[config.mk]
export PLATFORM = sky130hd
export DESIGN_NAME = pief_top
export DESIGN_NICKNAME = d
export VERILOG_FILES = /design/src/hdl/pief_pkg.sv /design/src/hdl/pief_top.sv
export SDC_FILE = /design/constraint.sdc
export NUM_CORES = 1
export LEC_CHECK = 0
export BUFFER_PORTS_ARGS = -buffer_cell sky130_fd_sc_hd__buf_4
export CAP_MARGIN = 25
export CORE_MARGIN = 2
export CORE_UTILIZATION = 39
export CTS_BUF_LIST = sky130_fd_sc_hd__clkbuf_4 sky130_fd_sc_hd__clkbuf_8
export DETAILED_ROUTE_END_ITERATION = 6
export GPL_TIMING_DRIVEN = 0
export PLACE_DENSITY = 0.73
export SETUP_SLACK_MARGIN = 0.1
export SYNTH_ARGS = -nofsm -noshare
export SYNTH_HDL_FRONTEND = slang
export SYNTH_SLANG_ARGS = --single-unit
[constraint.sdc]
create_clock -name sys_clk -period 1.2 [get_ports sys_clk]
set_input_delay 0.12 -clock sys_clk [delete_from_list [all_inputs] [get_ports sys_clk]]
set_output_delay 0.12 -clock sys_clk [all_outputs]
set_load 0.1 [all_outputs]
[src/hdl/pief_pkg.sv]
// Behaviour
// - Enable register two, 8-bit RW, resets zero
// - Enable bit 7 gates direct transfer
// - Enable bit 6 gates converter done
// - Enable bit 5 reserved RW, resets zero
// - Enable bit 4 gates timer G
// - Enable bit 3 gates timer F high
// - Enable bit 2 gates timer F low
// - Enable bit 1 gates timer C
// - Enable bit 0 gates event counter
// - Flags stay set when interrupt accepted
// - Writing zero clears flag; one ignored
// - Timer A wrap sets flags-one bit 7
// - Serial one done sets flags-one bit 6
// - Flags-one bit 5 reads one always
// - Selected pin edge sets flags-one bits 4-0
// - Sleep with direct transfer sets bit 7
// - Conversion end sets flags-two bit 6
// - Timer C wrap either way sets flag
// - Low match in 8-bit mode sets flag
// - High or full match sets high flag
// - Event counter overflow sets its flag
package pief_pkg;

	// Register byte offsets on the bus
	localparam logic [7:0] ENABLE_TWO_OFS = 8'h00;
	localparam logic [7:0] FLAGS_ONE_OFS  = 8'h04;
	localparam logic [7:0] FLAGS_TWO_OFS  = 8'h08;

	// Reset values
	localparam logic [7:0] ENABLE_TWO_RST = 8'h00;
	localparam logic [7:0] FLAGS_ONE_RST  = 8'h20;
	localparam logic [7:0] FLAGS_TWO_RST  = 8'h00;

	// Enable register two fields
	localparam int DIRECT_XFER_IRQ_EN   = 7;
	localparam int ADC_DONE_IRQ_EN      = 6;
	localparam int ENABLE_RESERVED      = 5;
	localparam int TIMER_G_IRQ_EN       = 4;
	localparam int TIMER_F_HIGH_IRQ_EN  = 3;
	localparam int TIMER_F_LOW_IRQ_EN   = 2;
	localparam int TIMER_C_IRQ_EN       = 1;
	localparam int EVENT_COUNTER_IRQ_EN = 0;

	// Flags register one fields
	localparam int TIMER_A_OVERFLOW_FLAG = 7;
	localparam int SERIAL_ONE_DONE_FLAG  = 6;
	localparam int FLAGS_ONE_FIXED       = 5;
	localparam int EXT_PIN_COUNT         = 5;

	// Flags register two fields
	localparam int DIRECT_XFER_FLAG   = 7;
	localparam int ADC_DONE_FLAG      = 6;
	localparam int FLAGS_TWO_RESERVED = 5;
	localparam int TIMER_G_FLAG       = 4;
	localparam int TIMER_F_HIGH_FLAG  = 3;
	localparam int TIMER_F_LOW_FLAG   = 2;
	localparam int TIMER_C_FLAG       = 1;
	localparam int EVENT_COUNTER_FLAG = 0;

	// Counter end values for wrap detection
	localparam logic [7:0] COUNT_MAX  = 8'hff;
	localparam logic [7:0] COUNT_ZERO = 8'h00;

	// Bus slave states, one-hot
	typedef enum logic [1:0] {
		BUS_IDLE = 2'b01,
		BUS_ACK  = 2'b10
	} pief_bus_e;

endpackage

[src/hdl/pief_top.sv]
// Local design decisions: the address map and the Wishbone slave port.
`timescale 1ns/10ps
module pief_top (
	input  wire logic                             sys_clk,         // System clock
	input  wire logic                             rst,             // Sync reset
	// Wishbone classic slave
	input  wire logic                             wb_cyc_i,        // Cycle
	input  wire logic                             wb_stb_i,        // Strobe
	input  wire logic                             wb_we_i,         // Write
	input  wire logic [7:0]                       wb_adr_i,        // Byte address
	input  wire logic [3:0]                       wb_sel_i,        // Byte lanes
	input  wire logic [31:0]                      wb_dat_i,        // Write data
	output logic      [31:0]                      wb_dat_o,        // Read data
	output logic                                  wb_ack_o,        // Acknowledge
	// Peripheral events, same clock except the async pins
	input  wire logic [7:0]                       timerACount,     // Timer A count
	input  wire logic                             serialOneDone,   // Transfer done
	input  wire logic [pief_pkg::EXT_PIN_COUNT-1:0] extRequestPin, // Async pins
	input  wire logic [pief_pkg::EXT_PIN_COUNT-1:0] extPinIrqMode, // Pin is irq
	input  wire logic [pief_pkg::EXT_PIN_COUNT-1:0] extPinRising,  // 1 rise 0 fall
	input  wire logic                             sleepExecuted,   // Sleep pulse
	input  wire logic                             directTransferOn, // Transfer bit
	input  wire logic                             conversionStartFlag, // ADC busy
	input  wire logic                             timerGCapture,   // Capture pulse
	input  wire logic                             timerGOverflow,  // Overflow pulse
	input  wire logic [7:0]                       timerCCount,     // Timer C count
	input  wire logic [7:0]                       timerFLowCounter, // Low count
	input  wire logic [7:0]                       timerFLowCompare, // Low compare
	input  wire logic [7:0]                       timerFHighCounter, // High count
	input  wire logic [7:0]                       timerFHighCompare, // High compare
	input  wire logic                             timerF16Mode,    // 16-bit mode
	input  wire logic                             eventCounterHighOvf, // High ovf
	input  wire logic                             eventCounterLowOvf,  // Low ovf
	input  wire logic                             eventCounter16Mode,  // 16-bit
	input  wire logic [7:0]                       irqEnableOne,    // First enables
	// Requests toward the core
	output logic      [7:0]                       irqReqOne,       // Flags-one reqs
	output logic      [7:0]                       irqReqTwo        // Flags-two reqs
);
	import pief_pkg::*;

	// Register state
	logic [7:0]      enableTwo_r;     // Enable register two
	logic [7:0]      flagsOne_r;      // Flags register one, bit 5 unused
	logic [7:0]      flagsTwo_r;      // Flags register two
	pief_bus_e       busState_r;      // Slave state
	pief_bus_e       busState_nxt;    // Next slave state

	// Event history
	logic [7:0]      timerAPrev_r;    // Timer A count last cycle
	logic [7:0]      timerCPrev_r;    // Timer C count last cycle
	logic            convBusyPrev_r;  // Converter busy last cycle
	logic            lowMatchPrev_r;  // Low match last cycle
	logic            highMatchPrev_r; // High match last cycle, full match in 16-bit mode
	logic            primed_r;        // History valid after reset

	// Pin synchroniser stages
	logic [EXT_PIN_COUNT-1:0] pinMeta_r;  // First stage
	logic [EXT_PIN_COUNT-1:0] pinSync_r;  // Second stage
	logic [EXT_PIN_COUNT-1:0] pinPrev_r;  // Edge history
	logic [1:0]               pinWarm_r;  // Stages filled since reset

	// Decoded access
	logic            busReq;          // Fresh request seen
	logic            wrLane0;         // Write hits low byte
	logic            hitEnable;       // Enable register selected
	logic            hitOne;          // Flags one selected
	logic            hitTwo;          // Flags two selected
	logic [7:0]      readByte;        // Read mux result

	// Set events
	logic [7:0]      setOne;          // Sets for flags one
	logic [7:0]      setTwo;          // Sets for flags two
	logic [7:0]      clrOne;          // Clears for flags one
	logic [7:0]      clrTwo;          // Clears for flags two
	logic            lowMatch;        // Low counter equals compare
	logic            highMatch;       // High counter equals compare
	logic            fullMatch;       // Both halves equal
	logic [EXT_PIN_COUNT-1:0] pinEdge; // Selected edge arrived

	// Request only in idle, so a held strobe is served every second cycle
	assign busReq    = wb_cyc_i & wb_stb_i & (busState_r == BUS_IDLE);
	assign wrLane0   = busReq & wb_we_i & wb_sel_i[0];
	assign hitEnable = (wb_adr_i == ENABLE_TWO_OFS);
	assign hitOne    = (wb_adr_i == FLAGS_ONE_OFS);
	assign hitTwo    = (wb_adr_i == FLAGS_TWO_OFS);

	// Read mux; unmapped addresses read zero
	always_comb begin
		readByte = 8'h00;
		if (hitEnable) begin
			readByte = enableTwo_r;
		end else if (hitOne) begin
			// Fixed bit always reads one
			readByte = flagsOne_r | (8'h01 << FLAGS_ONE_FIXED);
		end else if (hitTwo) begin
			readByte = flagsTwo_r;
		end
	end

	// Slave state machine: one ack per request
	always_comb begin
		busState_nxt = busState_r;
		unique case (busState_r)
			BUS_IDLE: begin
				if (busReq) begin
					busState_nxt = BUS_ACK;
				end
			end
			BUS_ACK: begin
				// Ack stands one cycle, master releases after it
				busState_nxt = BUS_IDLE;
			end
			default: begin
				busState_nxt = BUS_IDLE;
			end
		endcase
	end

	// State register
	always_ff @(posedge sys_clk) begin
		if (rst) begin
			busState_r <= BUS_IDLE;
		end else begin
			busState_r <= busState_nxt;
		end
	end

	// Ack and read data, both registered
	always_ff @(posedge sys_clk) begin
		if (rst) begin
			wb_ack_o <= 1'b0;
			wb_dat_o <= 32'h0000_0000;
		end else begin
			wb_ack_o <= busReq;
			if (busReq && !wb_we_i) begin
				wb_dat_o <= {24'h00_0000, readByte};
			end
		end
	end

	// Enable register two, all bits plain storage
	always_ff @(posedge sys_clk) begin
		if (rst) begin
			enableTwo_r <= ENABLE_TWO_RST;
		end else if (wrLane0 && hitEnable) begin
			// Writing enables never touches flags
			enableTwo_r <= wb_dat_i[7:0];
		end
	end

	// Pin synchroniser; first stage feeds only the second
	always_ff @(posedge sys_clk) begin
		if (rst) begin
			pinMeta_r <= '0;
			pinSync_r <= '0;
			pinPrev_r <= '0;
			pinWarm_r <= 2'h0;
		end else begin
			pinMeta_r <= extRequestPin;
			pinSync_r <= pinMeta_r;
			pinPrev_r <= pinSync_r;
			// Count up until the history holds real pin samples
			if (pinWarm_r != 2'h3) begin
				pinWarm_r <= pinWarm_r + 2'h1;
			end
		end
	end

	// Edge of chosen polarity on pins set up for interrupts;
	// held off while the stages fill, else an idle-high pin
	// would look like a rising edge right after reset
	assign pinEdge = {EXT_PIN_COUNT{&pinWarm_r}} & extPinIrqMode
		& ((extPinRising & pinSync_r & ~pinPrev_r)
		| (~extPinRising & ~pinSync_r & pinPrev_r));

	// Peripheral history, to find wraps and new matches
	always_ff @(posedge sys_clk) begin
		if (rst) begin
			timerAPrev_r    <= COUNT_ZERO;
			timerCPrev_r    <= COUNT_ZERO;
			convBusyPrev_r  <= 1'b0;
			lowMatchPrev_r  <= 1'b0;
			highMatchPrev_r <= 1'b0;
			primed_r        <= 1'b0;
		end else begin
			timerAPrev_r    <= timerACount;
			timerCPrev_r    <= timerCCount;
			convBusyPrev_r  <= conversionStartFlag;
			lowMatchPrev_r  <= lowMatch;
			highMatchPrev_r <= timerF16Mode ? fullMatch : highMatch;
			primed_r        <= 1'b1;
		end
	end

	// Compare results; a match holds while the count dwells,
	// so only its rising edge counts as an event
	assign lowMatch  = (timerFLowCounter == timerFLowCompare);
	assign highMatch = (timerFHighCounter == timerFHighCompare);
	assign fullMatch = lowMatch & highMatch;

	// Set terms for flags one
	always_comb begin
		setOne = 8'h00;
		// Wrap from top to zero
		setOne[TIMER_A_OVERFLOW_FLAG] = primed_r
			& (timerAPrev_r == COUNT_MAX) & (timerACount == COUNT_ZERO);
		setOne[SERIAL_ONE_DONE_FLAG] = serialOneDone;
		setOne[EXT_PIN_COUNT-1:0] = pinEdge;
	end

	// Set terms for flags two
	always_comb begin
		setTwo = 8'h00;
		setTwo[DIRECT_XFER_FLAG] = sleepExecuted & directTransferOn;
		// Busy flag falling marks conversion end
		setTwo[ADC_DONE_FLAG] = convBusyPrev_r & ~conversionStartFlag;
		setTwo[TIMER_G_FLAG] = timerGCapture | timerGOverflow;
		// Overflow up or underflow down
		setTwo[TIMER_C_FLAG] = primed_r
			& (((timerCPrev_r == COUNT_MAX) & (timerCCount == COUNT_ZERO))
			| ((timerCPrev_r == COUNT_ZERO) & (timerCCount == COUNT_MAX)));
		// Low half only counts in 8-bit mode
		setTwo[TIMER_F_LOW_FLAG] = primed_r & ~timerF16Mode
			& lowMatch & ~lowMatchPrev_r;
		setTwo[TIMER_F_HIGH_FLAG] = primed_r & (timerF16Mode
			? (fullMatch & ~highMatchPrev_r)
			: (highMatch & ~highMatchPrev_r));
		setTwo[EVENT_COUNTER_FLAG] = eventCounterHighOvf
			| (~eventCounter16Mode & eventCounterLowOvf);
	end

	// Clears: a zero written clears, a one leaves the flag alone
	always_comb begin
		clrOne = 8'h00;
		clrTwo = 8'h00;
		if (wrLane0 && hitOne) begin
			clrOne = ~wb_dat_i[7:0];
		end
		if (wrLane0 && hitTwo) begin
			clrTwo = ~wb_dat_i[7:0];
		end
	end

	// Flags one; set beats a clear in the same cycle, and
	// acceptance by the core never clears anything
	always_ff @(posedge sys_clk) begin
		if (rst) begin
			flagsOne_r <= FLAGS_ONE_RST & ~(8'h01 << FLAGS_ONE_FIXED);
		end else begin
			flagsOne_r <= ((flagsOne_r & ~clrOne) | setOne)
				& ~(8'h01 << FLAGS_ONE_FIXED);
		end
	end

	// Flags two; reserved bit behaves as plain storage
	always_ff @(posedge sys_clk) begin
		if (rst) begin
			flagsTwo_r <= FLAGS_TWO_RST;
		end else begin
			flagsTwo_r[FLAGS_TWO_RESERVED] <= (wrLane0 && hitTwo)
				? wb_dat_i[FLAGS_TWO_RESERVED]
				: flagsTwo_r[FLAGS_TWO_RESERVED];
			flagsTwo_r[7:6] <= (flagsTwo_r[7:6] & ~clrTwo[7:6])
				| setTwo[7:6];
			flagsTwo_r[4:0] <= (flagsTwo_r[4:0] & ~clrTwo[4:0])
				| setTwo[4:0];
		end
	end

	// Requests toward the core, flag and enable both needed;
	// one cycle behind the flag, since outputs are registered
	always_ff @(posedge sys_clk) begin
		if (rst) begin
			irqReqOne <= 8'h00;
			irqReqTwo <= 8'h00;
		end else begin
			irqReqOne <= flagsOne_r & irqEnableOne;
			irqReqTwo[DIRECT_XFER_FLAG] <= flagsTwo_r[DIRECT_XFER_FLAG]
				& enableTwo_r[DIRECT_XFER_IRQ_EN];
			irqReqTwo[ADC_DONE_FLAG] <= flagsTwo_r[ADC_DONE_FLAG]
				& enableTwo_r[ADC_DONE_IRQ_EN];
			// Reserved pair never requests
			irqReqTwo[FLAGS_TWO_RESERVED] <= 1'b0;
			irqReqTwo[TIMER_G_FLAG] <= flagsTwo_r[TIMER_G_FLAG]
				& enableTwo_r[TIMER_G_IRQ_EN];
			irqReqTwo[TIMER_F_HIGH_FLAG] <= flagsTwo_r[TIMER_F_HIGH_FLAG]
				& enableTwo_r[TIMER_F_HIGH_IRQ_EN];
			irqReqTwo[TIMER_F_LOW_FLAG] <= flagsTwo_r[TIMER_F_LOW_FLAG]
				& enableTwo_r[TIMER_F_LOW_IRQ_EN];
			irqReqTwo[TIMER_C_FLAG] <= flagsTwo_r[TIMER_C_FLAG]
				& enableTwo_r[TIMER_C_IRQ_EN];
			irqReqTwo[EVENT_COUNTER_FLAG] <= flagsTwo_r[EVENT_COUNTER_FLAG]
				& enableTwo_r[EVENT_COUNTER_IRQ_EN];
		end
	end

endmodule

==> run_summary.xml, run 1 <==
<?xml version="1.0" encoding="UTF-8"?>
<metrics>
  <group name="logic_synthesis">
    <metric name="share_of_the_yosys_chip_area_belonging_to_registers" unit="">0.4917</metric>
    <metric name="cells_after_synth" unit="">368</metric>
    <metric name="yosys.cell_types.count" unit="">36</metric>
    <metric name="synth_ff_type" unit="">sky130_fd_sc_hd__dfxtp_1</metric>
    <metric name="synth_top_area_cell" unit="">sky130_fd_sc_hd__dfxtp_1</metric>
    <metric name="post-synth-top-count-cell" unit="">sky130_fd_sc_hd__dfxtp_1</metric>
    <metric name="synth-edff-count" unit="">0</metric>
    <metric name="synth_largest_type_area_fraction" unit="">0.4917</metric>
    <metric name="synth.ff_latch_count" unit="">85</metric>
    <metric name="synthesis.yosys.warnings" unit="">0</metric>
    <metric name="netlist_area" unit="sq um">3461</metric>
    <metric name="synthesis.area_per_instance" unit="sq um">9.404</metric>
    <metric name="post_synth_main_area_contributors" unit="">sky130_fd_sc_hd__dfxtp_1 49%, sky130_fd_sc_hd__nor2b_1 7.0%, sky130_fd_sc_hd__buf_4 6.3%</metric>
    <metric name="synthArstFlopShare" unit="">0</metric>
    <metric name="synth.cells.most_frequent" unit="">85 x sky130_fd_sc_hd__dfxtp_1, 39 x sky130_fd_sc_hd__nor2b_1, 29 x sky130_fd_sc_hd__buf_4</metric>
  </group>
  <group name="critical_path">
    <metric name="cp_data_required_time" unit="ps">1420</metric>
    <metric name="timing.critical_path.slowest_stage_cell" unit="">sky130_fd_sc_hd__dfxtp_2</metric>
    <metric name="type_of_element_capturing_the_critical_path" unit="">flop</metric>
    <metric name="timing.setup.critical_path_class" unit="">flop to flop</metric>
    <metric name="cp-start-kind" unit="">flop</metric>
    <metric name="worst_path_largest_cell_delay" unit="ps">330</metric>
    <metric name="path_cells" unit="">and4b_2, and4b_1, buf_6, buf_4, a22oi_2, nor2_1</metric>
    <metric name="flop_to_flop_setup_slack" unit="ps">-190</metric>
    <metric name="worst_path_dominant_cell_family" unit="">simple AND/OR/NAND/NOR gates</metric>
    <metric name="critical_path.max_fanout" unit="">8</metric>
    <metric name="cp_num_buf_inv" unit="">2</metric>
    <metric name="worst-endpoint-arrival" unit="ps">1600</metric>
  </group>
  <group name="run">
    <metric name="maxCapViolCount" unit="">0</metric>
  </group>
  <group name="timing">
    <metric name="shortest_clock_period_the_worst_path_allows_after_layout" unit="ps">1385</metric>
    <metric name="grt_setup_unrepaired" unit="">true</metric>
    <metric name="crit_path_setup_slack_layout" unit="ps">-185.0</metric>
    <metric name="max_clock_freq" unit="MHz">722.0</metric>
    <metric name="worst_clock_skew" unit="ps">12.38</metric>
    <metric name="worst_slew_pin_slew" unit="ps">578.1</metric>
    <metric name="final_setup_violation_count" unit="">31</metric>
    <metric name="final-max-slew-violation-count" unit="">0</metric>
    <metric name="timing.final.hold_violations" unit="">0</metric>
    <metric name="slew_headroom" unit="">0.6146</metric>
    <metric name="post-route-period-util" unit="">1.154</metric>
  </group>
  <group name="clock_tree">
    <metric name="cts_inserted_buffers" unit="">9</metric>
    <metric name="clk_transition_reported_paths" unit="ps">90</metric>
    <metric name="cts_tree" unit="">done</metric>
    <metric name="cts_max_level" unit="">3</metric>
    <metric name="cts_buffer_depth" unit="">2</metric>
    <metric name="numClockSinks" unit="">85</metric>
    <metric name="worst_skew_late_latency" unit="ps">350</metric>
    <metric name="clock-root-buffer" unit="">sky130_fd_sc_hd__clkbuf_8</metric>
  </group>
  <group name="pwr">
    <metric name="design_power_total" unit="W">0.006312</metric>
    <metric name="ir_worst_vdd" unit="V">0.0006712</metric>
    <metric name="power_per_cell_area" unit="nW/um^2">1177</metric>
    <metric name="cellLeakagePower" unit="nW">2.379</metric>
  </group>
  <group name="placement">
    <metric name="place.detailed.instances" unit="">625</metric>
    <metric name="post-place-ws" unit="ps">-446.9</metric>
    <metric name="area_of_placed_instances" unit="sq um">4674</metric>
    <metric name="globalplace.congestion" unit="">0.8001</metric>
    <metric name="io_buffer_count" unit="">124</metric>
    <metric name="place_hpwl" unit="um">6684</metric>
  </group>
  <group name="grt">
    <metric name="maximum_number_of_pins_on_one_net_before_global_route_repair" unit="">15</metric>
    <metric name="initial_antenna_violation_count" unit="">0</metric>
    <metric name="grt_pass1_wl" unit="um">14300</metric>
    <metric name="grt_pass1_vias" unit="">3107</metric>
    <metric name="track_usage" unit="">0.1863</metric>
    <metric name="grt-ovfl-total" unit="">0</metric>
  </group>
  <group name="drt">
    <metric name="avgViaCountPerCell" unit="">4.805</metric>
    <metric name="detailedRoute.firstIterationViolations" unit="">140</metric>
    <metric name="wl_per_cell" unit="um">13.62</metric>
    <metric name="route.final.wire_length" unit="um">9163</metric>
    <metric name="number_of_remaining_drc_errors" unit="">0</metric>
    <metric name="route.vias.total" unit="">3234</metric>
    <metric name="drtPass1Iterations" unit="">4</metric>
    <metric name="final_antenna_net_count" unit="">0</metric>
  </group>
  <group name="cells_and_area">
    <metric name="final_area" unit="sq um">5364</metric>
    <metric name="ratio_of_cells_with_drive_above_1_in_the_final_layout" unit="">0.3805</metric>
    <metric name="finish.net_count" unit="">691</metric>
    <metric name="instances_no_fill" unit="">673</metric>
    <metric name="layout-area-overhead-vs-synth" unit="%">54.99</metric>
    <metric name="insertedDiodeCount" unit="">0</metric>
  </group>
  <group name="status">
    <metric name="result_of_the_run" unit="">finished with violations</metric>
    <metric name="failing_checks" unit="">negative setup slack</metric>
  </group>
  <group name="floorplan">
    <metric name="fp.coreArea" unit="sq um">8678</metric>
    <metric name="die_h" unit="um">98.20</metric>
    <metric name="chipWidth" unit="um">98.20</metric>
    <metric name="design.die.area" unit="sq um">9643</metric>
    <metric name="initial_core_utilization" unit="">0.3988</metric>
    <metric name="rows" unit="">34</metric>
    <metric name="ios" unit="">179</metric>
  </group>
  <group name="worst_hold_path">
    <metric name="hold_path_class" unit="">input port to flop</metric>
  </group>
</metrics>
==> cell usage in the layout (no fill, tap or decap), types with 3 or more instances in the layout <==
cell	instances
sky130_fd_sc_hd__a21oi_1	20
sky130_fd_sc_hd__a22oi_2	7
sky130_fd_sc_hd__and2_1	4
sky130_fd_sc_hd__and3_1	11
sky130_fd_sc_hd__and4b_1	3
sky130_fd_sc_hd__buf_4	136
sky130_fd_sc_hd__buf_6	24
sky130_fd_sc_hd__clkbuf_1	7
sky130_fd_sc_hd__clkbuf_8	10
sky130_fd_sc_hd__conb_1	26
sky130_fd_sc_hd__dfxtp_1	73
sky130_fd_sc_hd__dfxtp_2	12
sky130_fd_sc_hd__dlygate4sd3_1	25
sky130_fd_sc_hd__inv_1	5
sky130_fd_sc_hd__mux2i_1	9
sky130_fd_sc_hd__nand2_1	17
sky130_fd_sc_hd__nand4_1	17
sky130_fd_sc_hd__nor2_1	28
sky130_fd_sc_hd__nor2b_1	38
sky130_fd_sc_hd__nor4_1	6
sky130_fd_sc_hd__o211ai_1	5
sky130_fd_sc_hd__o21ai_1	16
sky130_fd_sc_hd__o21ai_2	8
sky130_fd_sc_hd__o2bb2ai_1	7
sky130_fd_sc_hd__xor2_1	17
==> layout make-up <==
type,count,area [sq um]
fillers,755,3314
flip-flops and latches,85,1717
multi-input cells,261,1665
repair buffers,156,1320
plain buffers,41,280.3
clock buffers,10,137.6
well taps,108,135.1
clock inverters,6,86.33
inverters,6,22.52
==> routing by layer <==
metal | share of wire | up-vias | track usage
met4 | 0.015 | 0 | 0.07587
met1 | 0.40 | 1491 | 0.2193
met2 | 0.52 | 118 | 0.3282
met3 | 0.066 | 12 | 0.04152
li1 | - | 1613 | -
met5 | 0 | - | 0
==> flip-flops by register name, summed over array words and instances (netlist names) <==
register	count
busState_r	2
convBusyPrev_r	1
enableTwo_r	8
flagsOne_r	7
flagsTwo_r	8
highMatchPrev_r	1
irqReqOne	7
irqReqTwo	7
lowMatchPrev_r	1
pinMeta_r	5
pinPrev_r	5
pinSync_r	5
pinWarm_r	2
primed_r	1
timerAPrev_r	8
timerCPrev_r	8
wb_ack_o	1
wb_dat_o	8
==> stage by stage <==
step           hold WS, ps    util  TNS (ps)
6_report             12.54  0.6181     -4366
5_1_grt              9.354  0.6181     -6746
4_1_cts             0.6178  0.6035     -3260
3_5_place_dp         334.8  0.5386    -10760
3_3_place_gp         326.5  0.5386    -10390
2_1_floorplan        221.3       -    -328.5
==> final timing paths <==
| check | cells past startpoint | from | end |
|---|---|---|---|
| setup reg to reg | 6 | busState_r[1]$_SDFFE_PP0N_ | wb_dat_o[2]$_SDFFE_PP0P_ |
| hold reg to reg | 1 | lowMatchPrev_r$_SDFF_PP0_ | flagsTwo_r[2]$_SDFF_PP0_ |
| setup / recovery | 6 | busState_r[1]$_SDFFE_PP0N_ | wb_dat_o[2]$_SDFFE_PP0P_ |
| hold / removal | 2 | irqEnableOne[1] | irqReqOne[1]$_SDFF_PP0_ |
==> kinds of logic (layout without fill, tap and decap cells) <==
family                     Yosys count  count (layout)  synth area share
adders and majority gates            1               1          0.003615
buffers and inverters               47             219           0.08351
and+or+nand+nor                    140             140            0.2314
DFF                                 85              85            0.4917
muxes                                9               9           0.02603
other                                1              26          0.001084
xor gates and xnor gates            17              17           0.04302
AOI/OAI and AO/OA                   68              68            0.1197
==> worst reg2reg max path: stages (launching register included) <==
cell	delay (ps)
sky130_fd_sc_hd__dfxtp_2	330
sky130_fd_sc_hd__and4b_2	270
sky130_fd_sc_hd__and4b_1	230
sky130_fd_sc_hd__buf_6	140
sky130_fd_sc_hd__buf_4	130
sky130_fd_sc_hd__a22oi_2	110
sky130_fd_sc_hd__nor2_1	50
==> repair_timing <==
item                                   in CTS  in global routing
hold buffers                               23                  2
setup endpoints to repair                  39                 42
resized for setup                          31                 21
endpoints found under the hold margin      23                  2
setup buffers                               3                  4
pin swaps                                  28                  7
==> power breakdown <==
part | total [W] | switching (W) | leakage, nW | internal [W]
sequential | 0.00295 | 0.0000436 | 0.700 | 0.00291
clock | 0.00222 | 0.000997 | 0.112 | 0.00122
combinational | 0.00114 | 0.000676 | 1.57 | 0.000464
total | 0.00631 | 0.00172 | 2.38 | 0.00459
No activity file was read; power rests on OpenSTA's default activity.
==> run 2: changes to the inputs <==
==> constraint.sdc (replaced) <==
create_clock -name sys_clk -period 1.2 [get_ports sys_clk]
set_input_delay 0.24 -clock sys_clk [delete_from_list [all_inputs] [get_ports sys_clk]]
set_output_delay 0.24 -clock sys_clk [all_outputs]
set_load 0.1 [all_outputs]
==> run 2 against run 1 <==
The run still ends with negative setup slack left. Largest cell class unchanged. Register-to-register slack better by 20 ps. Wire length is 1.2% lower. Sequential share of layout area is 0.13 points lower.
==> run_summary.xml, run 2 (synthesis gave the netlist of run 1 again) <==
<?xml version="1.0" encoding="UTF-8"?>
<metrics>
  <group name="critical_path">
    <metric name="cp-start-kind" unit="">flop</metric>
    <metric name="cp_data_required_time" unit="ps">1490</metric>
    <metric name="path_cells" unit="">or4_4, nor4_4, a31oi_1, o21ai_1</metric>
    <metric name="cp_num_buf_inv" unit="">0</metric>
    <metric name="critical_path.max_fanout" unit="">2</metric>
    <metric name="type_of_element_capturing_the_critical_path" unit="">flop</metric>
    <metric name="flop_to_flop_setup_slack" unit="ps">-160</metric>
    <metric name="timing.setup.critical_path_class" unit="">flop to flop</metric>
    <metric name="worst_path_largest_cell_delay" unit="ps">540</metric>
    <metric name="timing.critical_path.slowest_stage_cell" unit="">sky130_fd_sc_hd__or4_4</metric>
    <metric name="worst_path_dominant_cell_family" unit="">simple AND/OR/NAND/NOR gates</metric>
    <metric name="worst-endpoint-arrival" unit="ps">1650</metric>
  </group>
  <group name="clock_tree">
    <metric name="worst_skew_late_latency" unit="ps">350</metric>
    <metric name="clk_transition_reported_paths" unit="ps">80</metric>
    <metric name="numClockSinks" unit="">85</metric>
    <metric name="cts_max_level" unit="">3</metric>
    <metric name="postCtsHoldBufs" unit="">0</metric>
    <metric name="cts_inserted_buffers" unit="">9</metric>
    <metric name="clock-root-buffer" unit="">sky130_fd_sc_hd__clkbuf_8</metric>
    <metric name="cts_buffer_depth" unit="">2</metric>
    <metric name="cts_tree" unit="">done</metric>
  </group>
  <group name="placement">
    <metric name="place.detailed.instances" unit="">625</metric>
    <metric name="io_buffer_count" unit="">124</metric>
    <metric name="place_hpwl" unit="um">6774</metric>
    <metric name="post-place-ws" unit="ps">-482.5</metric>
    <metric name="globalplace.congestion" unit="">0.7925</metric>
  </group>
  <group name="grt">
    <metric name="grt_pass1_vias" unit="">3074</metric>
    <metric name="track_usage" unit="">0.1850</metric>
    <metric name="grt-ovfl-total" unit="">0</metric>
    <metric name="maximum_number_of_pins_on_one_net_before_global_route_repair" unit="">15</metric>
    <metric name="grt_pass1_wl" unit="um">14190</metric>
    <metric name="initial_antenna_violation_count" unit="">0</metric>
  </group>
  <group name="pwr">
    <metric name="power_per_cell_area" unit="nW/um^2">1229</metric>
    <metric name="ir_worst_vdd" unit="V">0.0006780</metric>
    <metric name="cellLeakagePower" unit="nW">2.387</metric>
  </group>
  <group name="cells_and_area">
    <metric name="instances_no_fill" unit="">652</metric>
    <metric name="ratio_of_cells_with_drive_above_1_in_the_final_layout" unit="">0.4357</metric>
    <metric name="layout-area-overhead-vs-synth" unit="%">56.98</metric>
    <metric name="num-fill-cells" unit="">716</metric>
    <metric name="insertedDiodeCount" unit="">0</metric>
    <metric name="multiInputGateArea" unit="sq um">1670</metric>
    <metric name="regArea" unit="sq um">1732</metric>
    <metric name="finish.net_count" unit="">670</metric>
    <metric name="layout_common_cells" unit="">135 x sky130_fd_sc_hd__buf_4, 61 x sky130_fd_sc_hd__dfxtp_1, 38 x sky130_fd_sc_hd__nor2b_1, 28 x sky130_fd_sc_hd__nor2_1, 26 x sky130_fd_sc_hd__conb_1</metric>
    <metric name="layout.core_utilization" unit="">0.6260</metric>
    <metric name="mostFrequentLayoutCell" unit="">sky130_fd_sc_hd__buf_4</metric>
  </group>
  <group name="timing">
    <metric name="max_clock_freq" unit="MHz">734.5</metric>
    <metric name="crit_path_setup_slack_layout" unit="ps">-161.4</metric>
    <metric name="setup_tns" unit="ps">-2875</metric>
    <metric name="final_setup_violation_count" unit="">31</metric>
    <metric name="shortest_clock_period_the_worst_path_allows_after_layout" unit="ps">1361</metric>
    <metric name="post-route-period-util" unit="">1.135</metric>
    <metric name="timing.final.hold_violations" unit="">0</metric>
    <metric name="holdWs" unit="ps">94.18</metric>
    <metric name="worst_clock_skew" unit="ps">5.618</metric>
    <metric name="final-max-slew-violation-count" unit="">0</metric>
    <metric name="grt_setup_unrepaired" unit="">true</metric>
  </group>
  <group name="drt">
    <metric name="detailedRoute.firstIterationViolations" unit="">138</metric>
    <metric name="avgViaCountPerCell" unit="">4.824</metric>
    <metric name="drtPass1Iterations" unit="">4</metric>
    <metric name="wl_per_cell" unit="um">13.89</metric>
    <metric name="route.final.wire_length" unit="um">9054</metric>
    <metric name="final_antenna_net_count" unit="">0</metric>
    <metric name="route.vias.total" unit="">3145</metric>
    <metric name="number_of_remaining_drc_errors" unit="">0</metric>
  </group>
  <group name="run">
    <metric name="maxCapViolCount" unit="">0</metric>
  </group>
  <group name="floorplan">
    <metric name="rows" unit="">34</metric>
    <metric name="initial_core_utilization" unit="">0.3988</metric>
    <metric name="die_h" unit="um">98.20</metric>
    <metric name="chipWidth" unit="um">98.20</metric>
    <metric name="fp.coreArea" unit="sq um">8678</metric>
    <metric name="ios" unit="">179</metric>
    <metric name="design.die.area" unit="sq um">9643</metric>
  </group>
  <group name="status">
    <metric name="result_of_the_run" unit="">finished with violations</metric>
    <metric name="failing_checks" unit="">negative setup slack</metric>
  </group>
  <group name="worst_hold_path">
    <metric name="hold_path_class" unit="">input port to flop</metric>
  </group>
</metrics>
## run 2: cell count changes in the layout (fill, tap and decap cells not counted), moves of 12 or more
cell,previous run,this run
sky130_fd_sc_hd__dlygate4sd3_1,25,0
sky130_fd_sc_hd__dfxtp_2,12,24
sky130_fd_sc_hd__buf_6,24,7
sky130_fd_sc_hd__dfxtp_1,73,61
sky130_fd_sc_hd__buf_12,0,23
## run 2: through the flow
stage / power (W) / cell area, sq um
floorplan: 0.003689 / 3631
global placement: 0.004041 / 4697
detailed placement: 0.004064 / 4697
CTS: 0.006726 / 5405
global route: 0.006916 / 5433
finish: 0.006676 / 5433
## run 2: timing repair
| item | in CTS | in global routing |
|---|---|---|
| gates resized for setup | 94 | 11 |
| setup endpoints to repair | 55 | 61 |
| endpoints found under the hold margin | 0 | 0 |
| pin swaps | 29 | 8 |
| buffers inserted | 11 | 0 |
## run 2: power by group
group / leakage (nW) / internal [W] / switching [W]
sequential: 0.707 / 0.00290 / 0.0000438
clock: 0.136 / 0.00165 / 0.000993
combinational: 1.54 / 0.000418 / 0.000668
total: 2.39 / 0.00497 / 0.00170
## run 2: cell type report
type,count,area share
Clock inverter,6,0.02464
Timing Repair Buffer,135,0.2416
Inverter,6,0.004146
Sequential cell,85,0.3187
Tap cell,108,0.02487
Multi-Input combinational cell,261,0.3075
Clock buffer,10,0.02533
Buffer,41,0.05320
## run 2: worst register-to-register path, cell delays in order, from the launching register on
cell and delay [ps]:
sky130_fd_sc_hd__dfxtp_1 320, sky130_fd_sc_hd__or4_4 540, sky130_fd_sc_hd__nor4_4 230, sky130_fd_sc_hd__a31oi_1 80
sky130_fd_sc_hd__o21ai_1 130
## run 2: final timing paths
kind                              startpoint                        to  cells past startpoint
hold / removal              extRequestPin[4]   pinMeta_r[4]$_SDFF_PP0_                      2
setup reg to reg  timerCPrev_r[6]$_SDFF_PP0_  flagsTwo_r[1]$_SDFF_PP0_                      4
hold reg to reg    lowMatchPrev_r$_SDFF_PP0_  flagsTwo_r[2]$_SDFF_PP0_                      1
setup / recovery  timerCPrev_r[6]$_SDFF_PP0_  flagsTwo_r[1]$_SDFF_PP0_                      4
## run 2: routing by layer
layer	wire length (um)	track usage
met3	645	0.06442
met1	3535	0.2065
met5	0	0
met4	112	0.05269
met2	4759	0.3335
